--- src/inc/irq_bank_pkg.sv ---
package irq_bank_pkg;

    // Register byte offsets on the bus.
    localparam logic [7:0] OFS_ENABLE_2   = 8'h00;
    localparam logic [7:0] OFS_ENABLE_3   = 8'h04;
    localparam logic [7:0] OFS_ENABLE_4   = 8'h08;
    localparam logic [7:0] OFS_PRIORITY_0 = 8'h0C;
    localparam logic [7:0] OFS_PRIORITY_1 = 8'h10;
    localparam logic [7:0] OFS_PRIORITY_2 = 8'h14;
    localparam logic [7:0] OFS_STATUS     = 8'h18;
    localparam logic [7:0] OFS_MASK       = 8'h1C;

    // Implemented bits of the enable and priority registers; all others read as zero.
    localparam logic [15:0] MASK_ENABLE_2  = 16'h0007;
    localparam logic [15:0] MASK_ENABLE_3  = 16'h39FF;
    localparam logic [15:0] MASK_ENABLE_4  = 16'h00F6;
    localparam logic [15:0] MASK_PRIORITY  = 16'h7777;

    // Values after reset.
    localparam logic [15:0] RST_ENABLE     = 16'h0000;
    localparam logic [15:0] RST_PRIORITY   = 16'h4444;
    localparam logic [2:0]  RST_EVENTS     = 3'h0;

    // Source counts and level coding.
    localparam int unsigned NUM_EN_SRC     = 21;
    localparam int unsigned NUM_PRI_SRC    = 12;
    localparam int unsigned LEVEL_W        = 3;
    localparam logic [2:0]  LEVEL_OFF      = 3'h0;
    localparam logic [2:0]  LEVEL_TOP      = 3'h7;

    // Event bits of the status and mask registers.
    localparam int unsigned EVT_W          = 3;
    localparam int unsigned EVT_NEW_REQ    = 0;
    localparam int unsigned EVT_TOP_LEVEL  = 1;
    localparam int unsigned EVT_BAD_ADDR   = 2;

    // Data phase of the bus slave.
    typedef enum logic [1:0] {
        PH_IDLE      = 2'h0,
        PH_READ_WAIT = 2'h1,
        PH_READ_DONE = 2'h3,
        PH_WRITE     = 2'h2
    } phase_t;

    // Picks the 3-bit level field of a given slot out of a priority word.
    function automatic logic [2:0] field_of(input logic [15:0] word,
                                            input logic [1:0]  slot);
        return word[{slot, 2'b00} +: 3];
    endfunction : field_of

endpackage : irq_bank_pkg

--- src/logic/irq_enable_priority_bank.sv ---
// Behaviour
// - enable bit one passes, zero blocks request
// - priority field three bits, 111 is seven
// - priority 000 removes source from arbitration
// - 001 lowest level, values in order
// - unimplemented bits read zero, ignore writes
// - priority fields reset to level four
// - enable 2 bits: CAN1 rx, SPI2
// - enable 3 upper bits: DMA5, codec, CAN2
// - enable 3 low bits: ext, timers, I2C2
// - enable 4 bits: CAN tx, DMA, UART
// - priority 0: timer1, compare1, capture1, ext0
// - priority 1: timer2, compare2, capture2, DMA0
// - priority 2: UART1 rx, SPI1, timer3
// - flag set means request has occurred
`timescale 1ns/10ps
module irq_enable_priority_bank
    import irq_bank_pkg::*;
(
    // Clock and reset.
    input  wire logic                    clk,
    input  wire logic                    rst,
    // AHB-Lite slave.
    input  wire logic                    hsel,
    input  wire logic [7:0]              haddr,
    input  wire logic [1:0]              htrans,
    input  wire logic                    hwrite,
    input  wire logic [2:0]              hsize,
    input  wire logic [31:0]             hwdata,
    input  wire logic                    hready,
    output logic      [31:0]             hrdata,
    output logic                         hreadyout,
    output logic                         hresp,
    // Sources gated by enable bits held here.
    input  wire logic [NUM_EN_SRC-1:0]   en_src_flag,
    input  wire logic [NUM_EN_SRC-1:0]   en_src_level_nz,
    output logic      [NUM_EN_SRC-1:0]   en_src_req,
    // Sources ranked by priority fields held here.
    input  wire logic [NUM_PRI_SRC-1:0]  pri_src_flag,
    input  wire logic [NUM_PRI_SRC-1:0]  pri_src_enable,
    output logic      [NUM_PRI_SRC-1:0]  pri_src_req,
    output logic      [NUM_PRI_SRC*3-1:0] pri_src_level,
    // Interrupt to the system.
    output logic                         irq
);

    // Register state.
    logic [15:0]         irq_enable_ctrl_2;
    logic [15:0]         irq_enable_ctrl_3;
    logic [15:0]         irq_enable_ctrl_4;
    logic [15:0]         irq_priority_ctrl_0;
    logic [15:0]         irq_priority_ctrl_1;
    logic [15:0]         irq_priority_ctrl_2;
    logic [EVT_W-1:0]    evt_status;
    logic [EVT_W-1:0]    evt_mask;

    // Bus data phase state.
    phase_t              phase;
    phase_t              next_phase;
    logic [7:0]          d_addr;

    // Address phase decode.
    logic                take;
    logic                addr_mapped;
    logic                wr_phase;
    assign take        = hsel & hready & htrans[1];
    assign addr_mapped = (haddr == OFS_ENABLE_2) | (haddr == OFS_ENABLE_3) |
                         (haddr == OFS_ENABLE_4) | (haddr == OFS_PRIORITY_0) |
                         (haddr == OFS_PRIORITY_1) | (haddr == OFS_PRIORITY_2) |
                         (haddr == OFS_STATUS) | (haddr == OFS_MASK);
    assign wr_phase    = (phase == PH_WRITE);

    // Reads take one wait state so that hrdata comes from a flip-flop.
    assign next_phase = (phase == PH_READ_WAIT) ? PH_READ_DONE :
                        !take                   ? PH_IDLE :
                        hwrite                  ? PH_WRITE : PH_READ_WAIT;
    assign hreadyout  = (phase != PH_READ_WAIT);
    assign hresp      = 1'b0;

    // Phase and captured address.
    always_ff @(posedge clk or posedge rst) begin
        if (rst) begin
            phase  <= PH_IDLE;
            d_addr <= 8'h00;
        end else begin
            phase <= next_phase;
            if (take) begin
                d_addr <= haddr;
            end
        end
    end

    // Write strobes for each register, taken in the write data phase.
    logic we_en2;
    logic we_en3;
    logic we_en4;
    logic we_pr0;
    logic we_pr1;
    logic we_pr2;
    logic we_stat;
    logic we_mask;
    assign we_en2  = wr_phase & (d_addr == OFS_ENABLE_2);
    assign we_en3  = wr_phase & (d_addr == OFS_ENABLE_3);
    assign we_en4  = wr_phase & (d_addr == OFS_ENABLE_4);
    assign we_pr0  = wr_phase & (d_addr == OFS_PRIORITY_0);
    assign we_pr1  = wr_phase & (d_addr == OFS_PRIORITY_1);
    assign we_pr2  = wr_phase & (d_addr == OFS_PRIORITY_2);
    assign we_stat = wr_phase & (d_addr == OFS_STATUS);
    assign we_mask = wr_phase & (d_addr == OFS_MASK);

    // Enable registers; masking on write keeps unused bits at zero.
    // mask on write
    always_ff @(posedge clk or posedge rst) begin
        if (rst) begin
            irq_enable_ctrl_2 <= RST_ENABLE;
            irq_enable_ctrl_3 <= RST_ENABLE;
            irq_enable_ctrl_4 <= RST_ENABLE;
        end else begin
            if (we_en2) irq_enable_ctrl_2 <= hwdata[15:0] & MASK_ENABLE_2;
            if (we_en3) irq_enable_ctrl_3 <= hwdata[15:0] & MASK_ENABLE_3;
            if (we_en4) irq_enable_ctrl_4 <= hwdata[15:0] & MASK_ENABLE_4;
        end
    end

    // Priority registers, every field back at level four after reset.
    // priority reset value
    always_ff @(posedge clk or posedge rst) begin
        if (rst) begin
            irq_priority_ctrl_0 <= RST_PRIORITY;
            irq_priority_ctrl_1 <= RST_PRIORITY;
            irq_priority_ctrl_2 <= RST_PRIORITY;
        end else begin
            if (we_pr0) irq_priority_ctrl_0 <= hwdata[15:0] & MASK_PRIORITY;
            if (we_pr1) irq_priority_ctrl_1 <= hwdata[15:0] & MASK_PRIORITY;
            if (we_pr2) irq_priority_ctrl_2 <= hwdata[15:0] & MASK_PRIORITY;
        end
    end

    // Named enable bits.
    // enable 2 map
    logic can1_rx_ready_irq_en;
    logic spi2_event_irq_en;
    logic spi2_error_irq_en;
    assign can1_rx_ready_irq_en = irq_enable_ctrl_2[2];
    assign spi2_event_irq_en    = irq_enable_ctrl_2[1];
    assign spi2_error_irq_en    = irq_enable_ctrl_2[0];

    logic dma_ch5_done_irq_en;
    logic codec_if_event_irq_en;
    logic codec_if_error_irq_en;
    logic can2_event_irq_en;
    logic can2_rx_ready_irq_en;
    assign dma_ch5_done_irq_en   = irq_enable_ctrl_3[13];
    assign codec_if_event_irq_en = irq_enable_ctrl_3[12];
    assign codec_if_error_irq_en = irq_enable_ctrl_3[11];
    assign can2_event_irq_en     = irq_enable_ctrl_3[8];
    assign can2_rx_ready_irq_en  = irq_enable_ctrl_3[7];

    logic ext_irq4_en;
    logic ext_irq3_en;
    logic timer9_irq_en;
    logic timer8_irq_en;
    logic i2c2_master_irq_en;
    logic i2c2_slave_irq_en;
    logic timer7_irq_en;
    assign ext_irq4_en        = irq_enable_ctrl_3[6];
    assign ext_irq3_en        = irq_enable_ctrl_3[5];
    assign timer9_irq_en      = irq_enable_ctrl_3[4];
    assign timer8_irq_en      = irq_enable_ctrl_3[3];
    assign i2c2_master_irq_en = irq_enable_ctrl_3[2];
    assign i2c2_slave_irq_en  = irq_enable_ctrl_3[1];
    assign timer7_irq_en      = irq_enable_ctrl_3[0];

    logic can2_tx_request_irq_en;
    logic can1_tx_request_irq_en;
    logic dma_ch7_done_irq_en;
    logic dma_ch6_done_irq_en;
    logic uart2_error_irq_en;
    logic uart1_error_irq_en;
    assign can2_tx_request_irq_en = irq_enable_ctrl_4[7];
    assign can1_tx_request_irq_en = irq_enable_ctrl_4[6];
    assign dma_ch7_done_irq_en    = irq_enable_ctrl_4[5];
    assign dma_ch6_done_irq_en    = irq_enable_ctrl_4[4];
    assign uart2_error_irq_en     = irq_enable_ctrl_4[2];
    assign uart1_error_irq_en     = irq_enable_ctrl_4[1];

    // Enable vector, index 0 is the lowest bit of enable register 2.
    logic [NUM_EN_SRC-1:0] en_vec;
    assign en_vec = {uart1_error_irq_en, uart2_error_irq_en, dma_ch6_done_irq_en,
                     dma_ch7_done_irq_en, can1_tx_request_irq_en,
                     can2_tx_request_irq_en, dma_ch5_done_irq_en,
                     codec_if_event_irq_en, codec_if_error_irq_en,
                     can2_event_irq_en, can2_rx_ready_irq_en, ext_irq4_en,
                     ext_irq3_en, timer9_irq_en, timer8_irq_en,
                     i2c2_master_irq_en, i2c2_slave_irq_en, timer7_irq_en,
                     can1_rx_ready_irq_en, spi2_event_irq_en, spi2_error_irq_en};

    // Level fields, four slots to a word, slot 0 in the lowest bits.
    // priority 0 map
    logic [2:0][15:0] pri_words;
    logic [NUM_PRI_SRC-1:0] lvl_nz;
    logic [NUM_PRI_SRC-1:0] lvl_top;
    assign pri_words = {irq_priority_ctrl_2, irq_priority_ctrl_1, irq_priority_ctrl_0};
    for (genvar k = 0; k < NUM_PRI_SRC; k++) begin : g_level
        assign pri_src_level[k*3 +: 3] = field_of(pri_words[k/4], 2'(k % 4));
        assign lvl_nz[k]  = (field_of(pri_words[k/4], 2'(k % 4)) != LEVEL_OFF);
        assign lvl_top[k] = (field_of(pri_words[k/4], 2'(k % 4)) == LEVEL_TOP);
    end

    // Named level fields for the twelve ranked sources.
    logic [2:0] ext_irq0_level;
    logic [2:0] in_capture1_irq_level;
    logic [2:0] out_compare1_irq_level;
    logic [2:0] timer1_irq_level;
    logic [2:0] dma_ch0_done_irq_level;
    logic [2:0] in_capture2_irq_level;
    logic [2:0] out_compare2_irq_level;
    logic [2:0] timer2_irq_level;
    logic [2:0] timer3_irq_level;
    logic [2:0] spi1_error_irq_level;
    logic [2:0] spi1_event_irq_level;
    logic [2:0] uart1_rx_irq_level;
    assign ext_irq0_level         = pri_src_level[2:0];
    assign in_capture1_irq_level  = pri_src_level[5:3];
    assign out_compare1_irq_level = pri_src_level[8:6];
    assign timer1_irq_level       = pri_src_level[11:9];
    assign dma_ch0_done_irq_level = pri_src_level[14:12];
    assign in_capture2_irq_level  = pri_src_level[17:15];
    assign out_compare2_irq_level = pri_src_level[20:18];
    assign timer2_irq_level       = pri_src_level[23:21];
    assign timer3_irq_level       = pri_src_level[26:24];
    assign spi1_error_irq_level   = pri_src_level[29:27];
    assign spi1_event_irq_level   = pri_src_level[32:30];
    assign uart1_rx_irq_level     = pri_src_level[35:33];

    // Gating toward arbitration; a source needs flag, enable and level.
    // enable gates request
    logic [NUM_EN_SRC-1:0]  next_en_req;
    logic [NUM_PRI_SRC-1:0] next_pri_req;
    assign next_en_req  = en_src_flag & en_vec & en_src_level_nz;
    assign next_pri_req = pri_src_flag & pri_src_enable & lvl_nz;

    // Requests are registered so the core sees a clean level.
    always_ff @(posedge clk or posedge rst) begin
        if (rst) begin
            en_src_req  <= '0;
            pri_src_req <= '0;
        end else begin
            en_src_req  <= next_en_req;
            pri_src_req <= next_pri_req;
        end
    end

    // Sticky events; a new event beats a clear in the same cycle.
    logic [EVT_W-1:0] evt_set;
    logic [EVT_W-1:0] evt_clr;
    logic [EVT_W-1:0] next_status;
    assign evt_set[EVT_NEW_REQ]   = |(next_en_req & ~en_src_req) |
                                    |(next_pri_req & ~pri_src_req);
    assign evt_set[EVT_TOP_LEVEL] = |(next_pri_req & lvl_top & ~pri_src_req);
    assign evt_set[EVT_BAD_ADDR]  = take & ~addr_mapped;
    assign evt_clr     = we_stat ? hwdata[EVT_W-1:0] : '0;
    assign next_status = (evt_status & ~evt_clr) | evt_set;

    // Status and mask registers.
    always_ff @(posedge clk or posedge rst) begin
        if (rst) begin
            evt_status <= RST_EVENTS;
            evt_mask   <= RST_EVENTS;
        end else begin
            evt_status <= next_status;
            if (we_mask) evt_mask <= hwdata[EVT_W-1:0];
        end
    end

    assign irq = |(evt_status & evt_mask);

    // Read selection; unmapped offsets read as zero.
    // unused bits zero
    logic [15:0] rd_word;
    assign rd_word = (d_addr == OFS_ENABLE_2)   ? irq_enable_ctrl_2 :
                     (d_addr == OFS_ENABLE_3)   ? irq_enable_ctrl_3 :
                     (d_addr == OFS_ENABLE_4)   ? irq_enable_ctrl_4 :
                     (d_addr == OFS_PRIORITY_0) ? irq_priority_ctrl_0 :
                     (d_addr == OFS_PRIORITY_1) ? irq_priority_ctrl_1 :
                     (d_addr == OFS_PRIORITY_2) ? irq_priority_ctrl_2 :
                     (d_addr == OFS_STATUS)     ? {13'h0000, evt_status} :
                     (d_addr == OFS_MASK)       ? {13'h0000, evt_mask} : 16'h0000;

    // Read data is loaded during the wait state and held until the next read.
    always_ff @(posedge clk or posedge rst) begin
        if (rst) begin
            hrdata <= 32'h0000_0000;
        end else if (phase == PH_READ_WAIT) begin
            hrdata <= {16'h0000, rd_word};
        end
    end

    // Checks on the outputs and registers.
    en_block_a: assert property (
        @(posedge clk) disable iff (rst)
        (en_src_req & ~$past(en_vec)) == '0)
        else $error("Request passed with its enable clear.");

    top_level_a: assert property (
        @(posedge clk) disable iff (rst)
        we_pr0 && hwdata[14:12] == 3'h7 |=> timer1_irq_level == LEVEL_TOP)
        else $error("Field 111 did not give level seven.");

    zero_level_a: assert property (
        @(posedge clk) disable iff (rst)
        (pri_src_req & ~$past(lvl_nz)) == '0)
        else $error("Source at level zero reached arbitration.");

    low_level_a: assert property (
        @(posedge clk) disable iff (rst)
        we_pr2 && hwdata[2:0] == 3'h1 |=> timer3_irq_level == 3'h1)
        else $error("Field 001 did not give level one.");

    unused_zero_a: assert property (
        @(posedge clk) disable iff (rst)
        phase == PH_READ_DONE && d_addr == OFS_ENABLE_4 |-> hrdata[31:8] == '0
            && hrdata[3] == 1'b0 && hrdata[0] == 1'b0)
        else $error("Unimplemented bit read as one.");

    en_reset_a: assert property (
        @(posedge clk) rst |-> en_vec == '0)
        else $error("Enable bit set under reset.");

    pri_reset_a: assert property (
        @(posedge clk) rst |-> pri_src_level == {NUM_PRI_SRC{3'h4}})
        else $error("Priority field not level four under reset.");

    en2_map_a: assert property (
        @(posedge clk) disable iff (rst)
        we_en2 && hwdata[2:0] == 3'h4 |=> en_vec[2:0] == 3'h4 ##1 en_src_req[1:0] == 2'h0)
        else $error("Enable register 2 bits mapped wrongly.");

    en4_map_a: assert property (
        @(posedge clk) disable iff (rst)
        we_en4 |=> irq_enable_ctrl_4 == ($past(hwdata[15:0]) & MASK_ENABLE_4))
        else $error("Enable register 4 kept an unimplemented bit.");

    pri0_map_a: assert property (
        @(posedge clk) disable iff (rst)
        we_pr0 |=> ext_irq0_level == $past(hwdata[2:0])
            && out_compare1_irq_level == $past(hwdata[10:8]))
        else $error("Priority register 0 fields mapped wrongly.");

    flag_gate_a: assert property (
        @(posedge clk) disable iff (rst)
        (pri_src_req & ~$past(pri_src_flag)) == '0)
        else $error("Request without its flag.");

    three_gate_a: assert property (
        @(posedge clk) disable iff (rst)
        $rose(en_src_req[0]) |-> $past(en_src_flag[0] && spi2_error_irq_en
            && en_src_level_nz[0]))
        else $error("Request rose without all three conditions.");

    set_wins_a: assert property (
        @(posedge clk) disable iff (rst)
        evt_set[EVT_BAD_ADDR] |=> evt_status[EVT_BAD_ADDR])
        else $error("Event lost against a clear.");

endmodule : irq_enable_priority_bank

--- config.mk ---
export PLATFORM = sky130hd
export DESIGN_NAME = irq_enable_priority_bank
export DESIGN_NICKNAME = d
export VERILOG_FILES = /design/src/inc/irq_bank_pkg.sv /design/src/logic/irq_enable_priority_bank.sv
export SDC_FILE = /design/constraint.sdc
export NUM_CORES = 1
export LEC_CHECK = 0
export ABC_AREA = 1
export BUFFER_PORTS_ARGS = -buffer_cell sky130_fd_sc_hd__buf_4
export CAP_MARGIN = 20
export CORE_MARGIN = 3
export CORE_UTILIZATION = 48
export CTS_BUF_LIST = sky130_fd_sc_hd__clkbuf_4 sky130_fd_sc_hd__clkbuf_8 sky130_fd_sc_hd__clkbuf_16
export CTS_CLUSTER_DIAMETER = 100
export DETAILED_ROUTE_END_ITERATION = 10
export PLACE_DENSITY = 0.76
export SYNTH_ARGS = -nofsm -noshare
export SYNTH_HDL_FRONTEND = slang
export SYNTH_SLANG_ARGS = --single-unit
--- constraint.sdc ---
create_clock -name clk -period 4.85 [get_ports clk]
set_input_delay 0.2425 -clock clk [delete_from_list [all_inputs] [get_ports clk]]
set_output_delay 0.2425 -clock clk [all_outputs]
set_load 0.03 [all_outputs]
==> results.py, run 1 <==
metrics = {
    "clock_tree": {
        "htree_levels": 4,
        "clk-insertion-delay-late_ps": 420,
        "cts_setup_buffers": 0,
        "cts-root-buf": "clkbuf_16",
        "cts.clk_slew.worst_paths_ps": 60,
        "post_cts_resize_count": 0,
        "clock-sinks": 121,
        "clk_path_buf_depth": 2,
        "numCtsBuffers": 17,
        "cts_hold_buffers": 0,
        "cts_tree": "built",
    },
    "placed_design": {
        "post-dp-hpwl_um": 12400,
        "gp_congestion": 0.918,
        "port_buffers": 180,
    },
    "setup_path": {
        "slowest_delay_ps": 610,
        "worstPathArrival_ps": 2330,
        "path_class": "flop to flop",
        "start_kind": "flop",
        "crit_path_end_kind": "flop",
        "crit_chain": "inv_2 > nand2_1 > nor2_4 > nand3_1 > o21ai_0",
        "required_ps": 5150,
        "crit_fanout": 24,
        "crit_slowest_cell": "nand3_1",
    },
    "global_routing": {
        "grt-ovfl-total": 0,
        "grt_pass1_wl_um": 25300,
        "grt_max_degree": 78,
        "grt_pass1_vias": 5030,
        "grt_usage": 0.248,
        "antenna_found_initial": 0,
    },
    "synth": {
        "synth_seq_cells": 121,
        "avgSynthCellArea_um2": 8.48,
        "ys_seq_area_frac": 0.528,
        "syn_area_um2": 5760,
        "synth_cells": 679,
        "synth_warnings": 0,
        "ys_types": 31,
    },
    "detailed_routing": {
        "wl_um": 16600,
        "drt-wirelength-per-cell_um": 16.3,
        "route.detailed.drc": 0,
        "drtPass1Iterations": 7,
        "num_vias": 5359,
        "ant_nets": 0,
        "viasPerCell": 5.26,
        "first_iter_violations": 364,
    },
    "sta": {
        "period_share": 0.420,
        "setup_viol": 0,
        "tightest_slew_ps": 944,
        "max_clock_freq_ghz": 0.491,
        "slew_headroom": 0.371,
        "rsz0062_at_grt": "no",
        "finalSetupTns_ps": 0,
        "slew_viol_final": 0,
        "fin_skew_ps": 7.18,
        "finalHoldViolCount": 0,
        "period_minus_slack_ps": 2040,
    },
    "floorplan": {
        "initial_core_util": 0.498,
        "die_y_um": 116,
        "die-area_um2": 13300,
        "std_cell_rows": 39,
        "num_io_pins": 220,
        "core_um2": 11600,
        "die_x_um": 116,
    },
    "final_layout": {
        "nets": 978,
        "diodes": 0,
        "drive_gt1_frac": 0.307,
        "synthToLayoutAreaGrowth_pct": 35.0,
    },
    "power": {
        "ir_drop_uv": 322,
        "power.total_mw": 4.08,
        "leakagePower_nw": 4.38,
        "powerDensity_nw_per_um2": 525,
    },
    "worst_hold_path": {
        "hp-class": "input port to flop",
    },
    "outcome": {
        "status": "complete, no violations",
    },
    "run": {
        "maxCapViolCount": 0,
    },
}
## power breakdown
group	internal, mW	switching (mW)	leakage, nW	total [mW]
combinational	0.436	0.754	2.69	1.19
sequential	1.26	0.234	1.37	1.50
clock	0.958	0.439	0.327	1.40
total	2.66	1.43	4.38	4.08
## through the flow
step / cells / setup slack, ps / area (µm²) / hold slack [ps] / util
after floorplan: 696 / 1410 / 5820 / 352 / -
after global placement: 986 / 2870 / 7110 / 450 / 0.615
after detailed placement: 986 / 2840 / 7110 / 452 / 0.615
after CTS: 1018 / 2830 / 7770 / 17.7 / 0.672
after global routing: 1018 / 2640 / 7770 / 39.4 / 0.672
final: 1018 / 2810 / 7770 / 34.2 / 0.672
## worst max-delay path, delay by kind of cell (launching register included)
family	cells	cell delay [ps]
compound gates	1	490
buf+inv	1	60
simple gates	3	990
flops	1	380
## kinds of logic (layout without fill, tap and decap cells)
family,count (synthesis),after routing,synth area share
AND/OR/NAND/NOR,317,317,0.251
buffers and inverters,128,307,0.105
flip-flops,121,121,0.528
AO/OA/AOI/OAI,112,112,0.115
other,1,18,0.000651
## worst paths after layout
check,from,to,slack (ps),depth (start not counted)
worst max-delay path,d_addr[5]$_DFFE_PP0P_,irq_priority_ctrl_2[1]$_DFFE_PP0P_,2810,5
worst min-delay path,hwrite,phase[1]$_DFF_PP0_,30,3
worst max register to register,d_addr[5]$_DFFE_PP0P_,irq_priority_ctrl_2[1]$_DFFE_PP0P_,2810,5
worst min register to register,hrdata[10]$_DFFE_PP0P_,hrdata[10]$_DFFE_PP0P_,480,2
max in group asynchronous,rst,en_src_req[1]$_DFF_PP0_,3650,3
min in group asynchronous,rst,irq_enable_ctrl_3[7]$_DFFE_PP0P_,40,2
## final cells by class
type | instances | area (µm²)
Fill cell | 933 | 3790
Multi-Input combinational cell | 447 | 2180
Tap cell | 143 | 179
Clock buffer | 26 | 531
Sequential cell | 121 | 3040
Inverter | 94 | 355
Timing Repair Buffer | 181 | 1360
Clock inverter | 6 | 133
## cells in the mapped netlist
cell / n / share of area
nand2_1: 155 / 0.10
dfrtp_1: 109 / 0.47
inv_1: 84 / 0.055
nand3_1: 55 / 0.048
nor2_1: 45 / 0.029
o21ai_0: 39 / 0.034
o21ai_1: 24 / 0.021
and3_1: 22 / 0.024
buf_4: 19 / 0.025
nand4_1: 15 / 0.016
o21ai_2: 14 / 0.021
a21oi_1: 13 / 0.011
dfstp_2: 12 / 0.055
inv_2: 10 / 0.0065
o22ai_1: 10 / 0.011
nand2_2: 7 / 0.0076
buf_6: 6 / 0.012
nor2_4: 6 / 0.012
nor3_1: 6 / 0.0052
buf_2: 5 / 0.0043
clkbuf_1: 4 / 0.0026
o21bai_1: 4 / 0.0052
a21oi_2: 3 / 0.0046
a21o_1: 2 / 0.0026
nand2_4: 2 / 0.0039
nor4_1: 2 / 0.0022
o221ai_1: 2 / 0.0030
and2_1: 1 / 0.0011
conb_1: 1 / 0.00065
nor2_2: 1 / 0.0011
o211ai_1: 1 / 0.0013
## per-layer routing
layer	wire (µm)	track usage
met5	0	0
met4	359	0.0876
met3	1440	0.0658
met2	7870	0.397
met1	6900	0.329
## flip-flops by register name, indices dropped and copies added, names as in the netlist, 6 cells and up
name	flops
d_addr	8
en_src_req	21
hrdata	15
irq_enable_ctrl_3	12
irq_enable_ctrl_4	6
irq_priority_ctrl_0	12
irq_priority_ctrl_1	12
irq_priority_ctrl_2	12
pri_src_req	12
## cell usage in the layout (no fill, tap or decap)
cell type / count
buf_4: 181
nand2_1: 155
dfrtp_1: 109
inv_1: 83
nand3_1: 55
nor2_1: 45
o21ai_0: 39
o21ai_1: 24
and3_1: 22
conb_1: 18
clkbuf_16: 17
nand4_1: 15
o21ai_2: 14
a21oi_1: 13
dfstp_2: 12
inv_2: 10
o22ai_1: 10
nand2_2: 7
nor2_4: 6
nor3_1: 6
clkbuf_8: 6
o21bai_1: 4
bufinv_16: 4
a21oi_2: 3
clkbuf_4: 3
nand2_4: 2
o221ai_1: 2
a21o_1: 2
nor4_1: 2
nor2_2: 1
and2_1: 1
o211ai_1: 1
inv_4: 1
clkinvlp_4: 1
clkinv_2: 1
Power figures use the tool's default switching activity.
==> run 2, diff against run 1 <==
--- a/config.mk
+++ b/config.mk
@@ -9,11 +9,11 @@
 export BUFFER_PORTS_ARGS = -buffer_cell sky130_fd_sc_hd__buf_4
 export CAP_MARGIN = 20
 export CORE_MARGIN = 3
-export CORE_UTILIZATION = 48
+export CORE_UTILIZATION = 45
 export CTS_BUF_LIST = sky130_fd_sc_hd__clkbuf_4 sky130_fd_sc_hd__clkbuf_8 sky130_fd_sc_hd__clkbuf_16
 export CTS_CLUSTER_DIAMETER = 100
 export DETAILED_ROUTE_END_ITERATION = 10
-export PLACE_DENSITY = 0.76
+export PLACE_DENSITY = 0.74
 export SYNTH_ARGS = -nofsm -noshare
 export SYNTH_HDL_FRONTEND = slang
 export SYNTH_SLANG_ARGS = --single-unit
==> constraint.sdc (replaced) <==
create_clock -name clk -period 1.67 [get_ports clk]
set_input_delay 0.0835 -clock clk [delete_from_list [all_inputs] [get_ports clk]]
set_output_delay 0.0835 -clock clk [all_outputs]
set_load 0.03 [all_outputs]
==> results.py, run 2 (synthesis gave the netlist of run 1 again) <==
metrics = {
    "global_routing": {
        "grt_pass1_wl_um": 30500,
        "antenna_found_initial": 0,
        "grt_pass1_vias": 5969,
        "grt-ovfl-total": 0,
        "grt_max_degree": 122,
        "grt_usage": 0.277,
    },
    "detailed_routing": {
        "route.detailed.drc": 0,
        "viasPerCell": 5.14,
        "drtPass1Iterations": 5,
        "ant_nets": 0,
        "wl_um": 19200,
        "drt-wirelength-per-cell_um": 16.9,
        "num_vias": 5835,
        "first_iter_violations": 407,
    },
    "sta": {
        "fin_skew_ps": 9.33,
        "slew_headroom": 0.564,
        "period_share": 0.939,
        "finalHoldViolCount": 0,
        "fin_ws_ps": 102,
        "tightest_slew_ps": 654,
        "setup_viol": 0,
        "period_minus_slack_ps": 1570,
        "slew_viol_final": 0,
        "max_clock_freq_ghz": 0.638,
        "rsz0062_at_grt": "yes",
    },
    "final_layout": {
        "final_common_cell": "buf_4",
        "finalNonFillerCells": 1136,
        "drive_gt1_frac": 0.295,
        "layout_common_cells": "190 x buf_4, 152 x nand2_1, 109 x dfrtp_1",
        "reg_top3": "en_src_req (21), hrdata (15)",
        "top_register": "en_src_req",
        "nets": 1071,
        "synthToLayoutAreaGrowth_pct": 50.5,
        "largest_reg_flops": 21,
        "final_util": 0.707,
        "diodes": 0,
    },
    "placed_design": {
        "dp.cells": 1021,
        "pre_cts_ws_ps": 77.8,
        "post-dp-hpwl_um": 12600,
        "port_buffers": 180,
        "gp_congestion": 0.897,
    },
    "clock_tree": {
        "clk-insertion-delay-late_ps": 420,
        "htree_levels": 4,
        "clk_path_buf_depth": 2,
        "numCtsBuffers": 17,
        "clock-sinks": 121,
        "cts_tree": "built",
        "cts-root-buf": "clkbuf_16",
        "cts.clk_slew.worst_paths_ps": 50,
    },
    "floorplan": {
        "core_um2": 12300,
        "initial_core_util": 0.470,
        "std_cell_rows": 40,
        "num_io_pins": 220,
        "die-area_um2": 14200,
        "die_y_um": 119,
        "die_x_um": 119,
    },
    "power": {
        "leakagePower_nw": 4.80,
        "ir_drop_uv": 902,
        "internal_power_mw": 7.44,
        "switching_share": 0.362,
        "p_switching_mw": 4.23,
        "p_seq_frac": 0.372,
        "clkPwrFrac": 0.302,
        "powerDensity_nw_per_um2": 1350,
        "pwr-share-comb": 0.326,
    },
    "worst_hold_path": {
        "min_path_cells": 3,
        "hp-start": "hwdata[12]",
        "hp-class": "input port to flop",
        "hold-path-endpoint": "irq_priority_ctrl_0[12]$_DFFE_PP0P_",
    },
    "run": {
        "maxCapViolCount": 0,
    },
    "setup_path": {
        "reg2reg_to": "hrdata[10]$_DFFE_PP0P_",
        "start_kind": "input port",
        "crit_path_end_kind": "flop",
        "path_class": "input port to flop",
        "required_ps": 1970,
        "worstPathArrival_ps": 1870,
        "regToRegStartpoint": "d_addr[0]$_DFFE_PP0P_",
        "rr_worst_depth": 7,
        "crit_fanout": 2,
        "r2r_slack_ps": 110,
    },
    "outcome": {
        "status": "complete, no violations",
    },
}
run 2: cell count changes in the layout (fill, tap and decap cells not counted), moves of 2 or more:
cell	before	now
dlygate4sd3_1	0	83
clkbuf_4	3	8
buf_4	181	190
nand2_1	155	152
clkbuf_8	6	3
clkinv_2	1	3
bufinv_16	4	1
nand2_4	2	5
run 2: routing by layer:
layer	vias up	track usage	wire, µm
li1	2725	-	-
met1	2775	0.341	7730
met2	284	0.452	9240
met3	51	0.0836	1520
met4	0	0.117	699
met5	-	0	0
run 2: layout make-up:
cell class	count	area [µm²]
timing repair buffer	274	2280
clock inverter	4	45.0
inverter	94	357
sequential	121	3040
multi-input combinational	447	2210
tap	168	210
fill	940	3590
clock buffer	28	527
run 2: worst max path at each step:
stage | cells after the start | startpoint | slack [ps] | endpoint
6_report | 11 | pri_src_enable[1] | 100 | evt_status[1]$_DFF_PP0_
5_1_grt | 11 | pri_src_enable[1] | -20 | evt_status[1]$_DFF_PP0_
4_1_cts | 8 | d_addr[0]$_DFFE_PP0P_ | 60 | irq_enable_ctrl_2[1]$_DFFE_PP0P_
3_5_place_dp | 7 | d_addr[5]$_DFFE_PP0P_ | 80 | irq_priority_ctrl_1[10]$_DFFE_PP1P_
3_3_place_gp | 9 | d_addr[5]$_DFFE_PP0P_ | 150 | hrdata[2]$_DFFE_PP0P_
2_1_floorplan | 1 | rst | 110 | d_addr[0]$_DFFE_PP0P_
run 2: critical path, stage by stage:
cell           delay (ps)
dlygate4sd3_1         560
buf_4                 140
nand2_1                40
dlygate4sd3_1         540
nor2_1                 50
nand2_1               100
nor2_1                 50
nor2_1                 80
nand2_1                60
nor2_2                100
nand3_1                70
run 2: per-stage QoR:
stage / area (µm²) / power (mW) / hold slack [ps] / TNS [ps]
finish: 8670 / 11.7 / 13.9 / 0
global route: 8670 / 12.3 / 21.3 / -20.4
CTS: 8620 / 11.6 / 7.73 / 0
detailed placement: 7230 / 7.88 / 289 / 0
global placement: 7230 / 7.78 / 291 / 0
floorplan: 5830 / 6.44 / 193 / 0
run 2: power groups by stage:
stage / logic [mW] / registers (mW) / clock network (mW)
after detailed placement: 3.52 / 4.36 / 0
final: 3.81 / 4.34 / 3.52
after floorplan: 1.40 / 5.04 / 0
after global routing: 4.13 / 4.43 / 3.72
after CTS: 3.75 / 4.32 / 3.55
after global placement: 3.46 / 4.32 / 0
run 2: what timing repair did:
item | 4_1_cts | 5_1_grt
setup buffers | 0 | 0
endpoints found under the setup margin | 0 | 33
resized for setup | 0 | 10
endpoints found under the hold margin | 165 | 1
hold buffers | 82 | 1
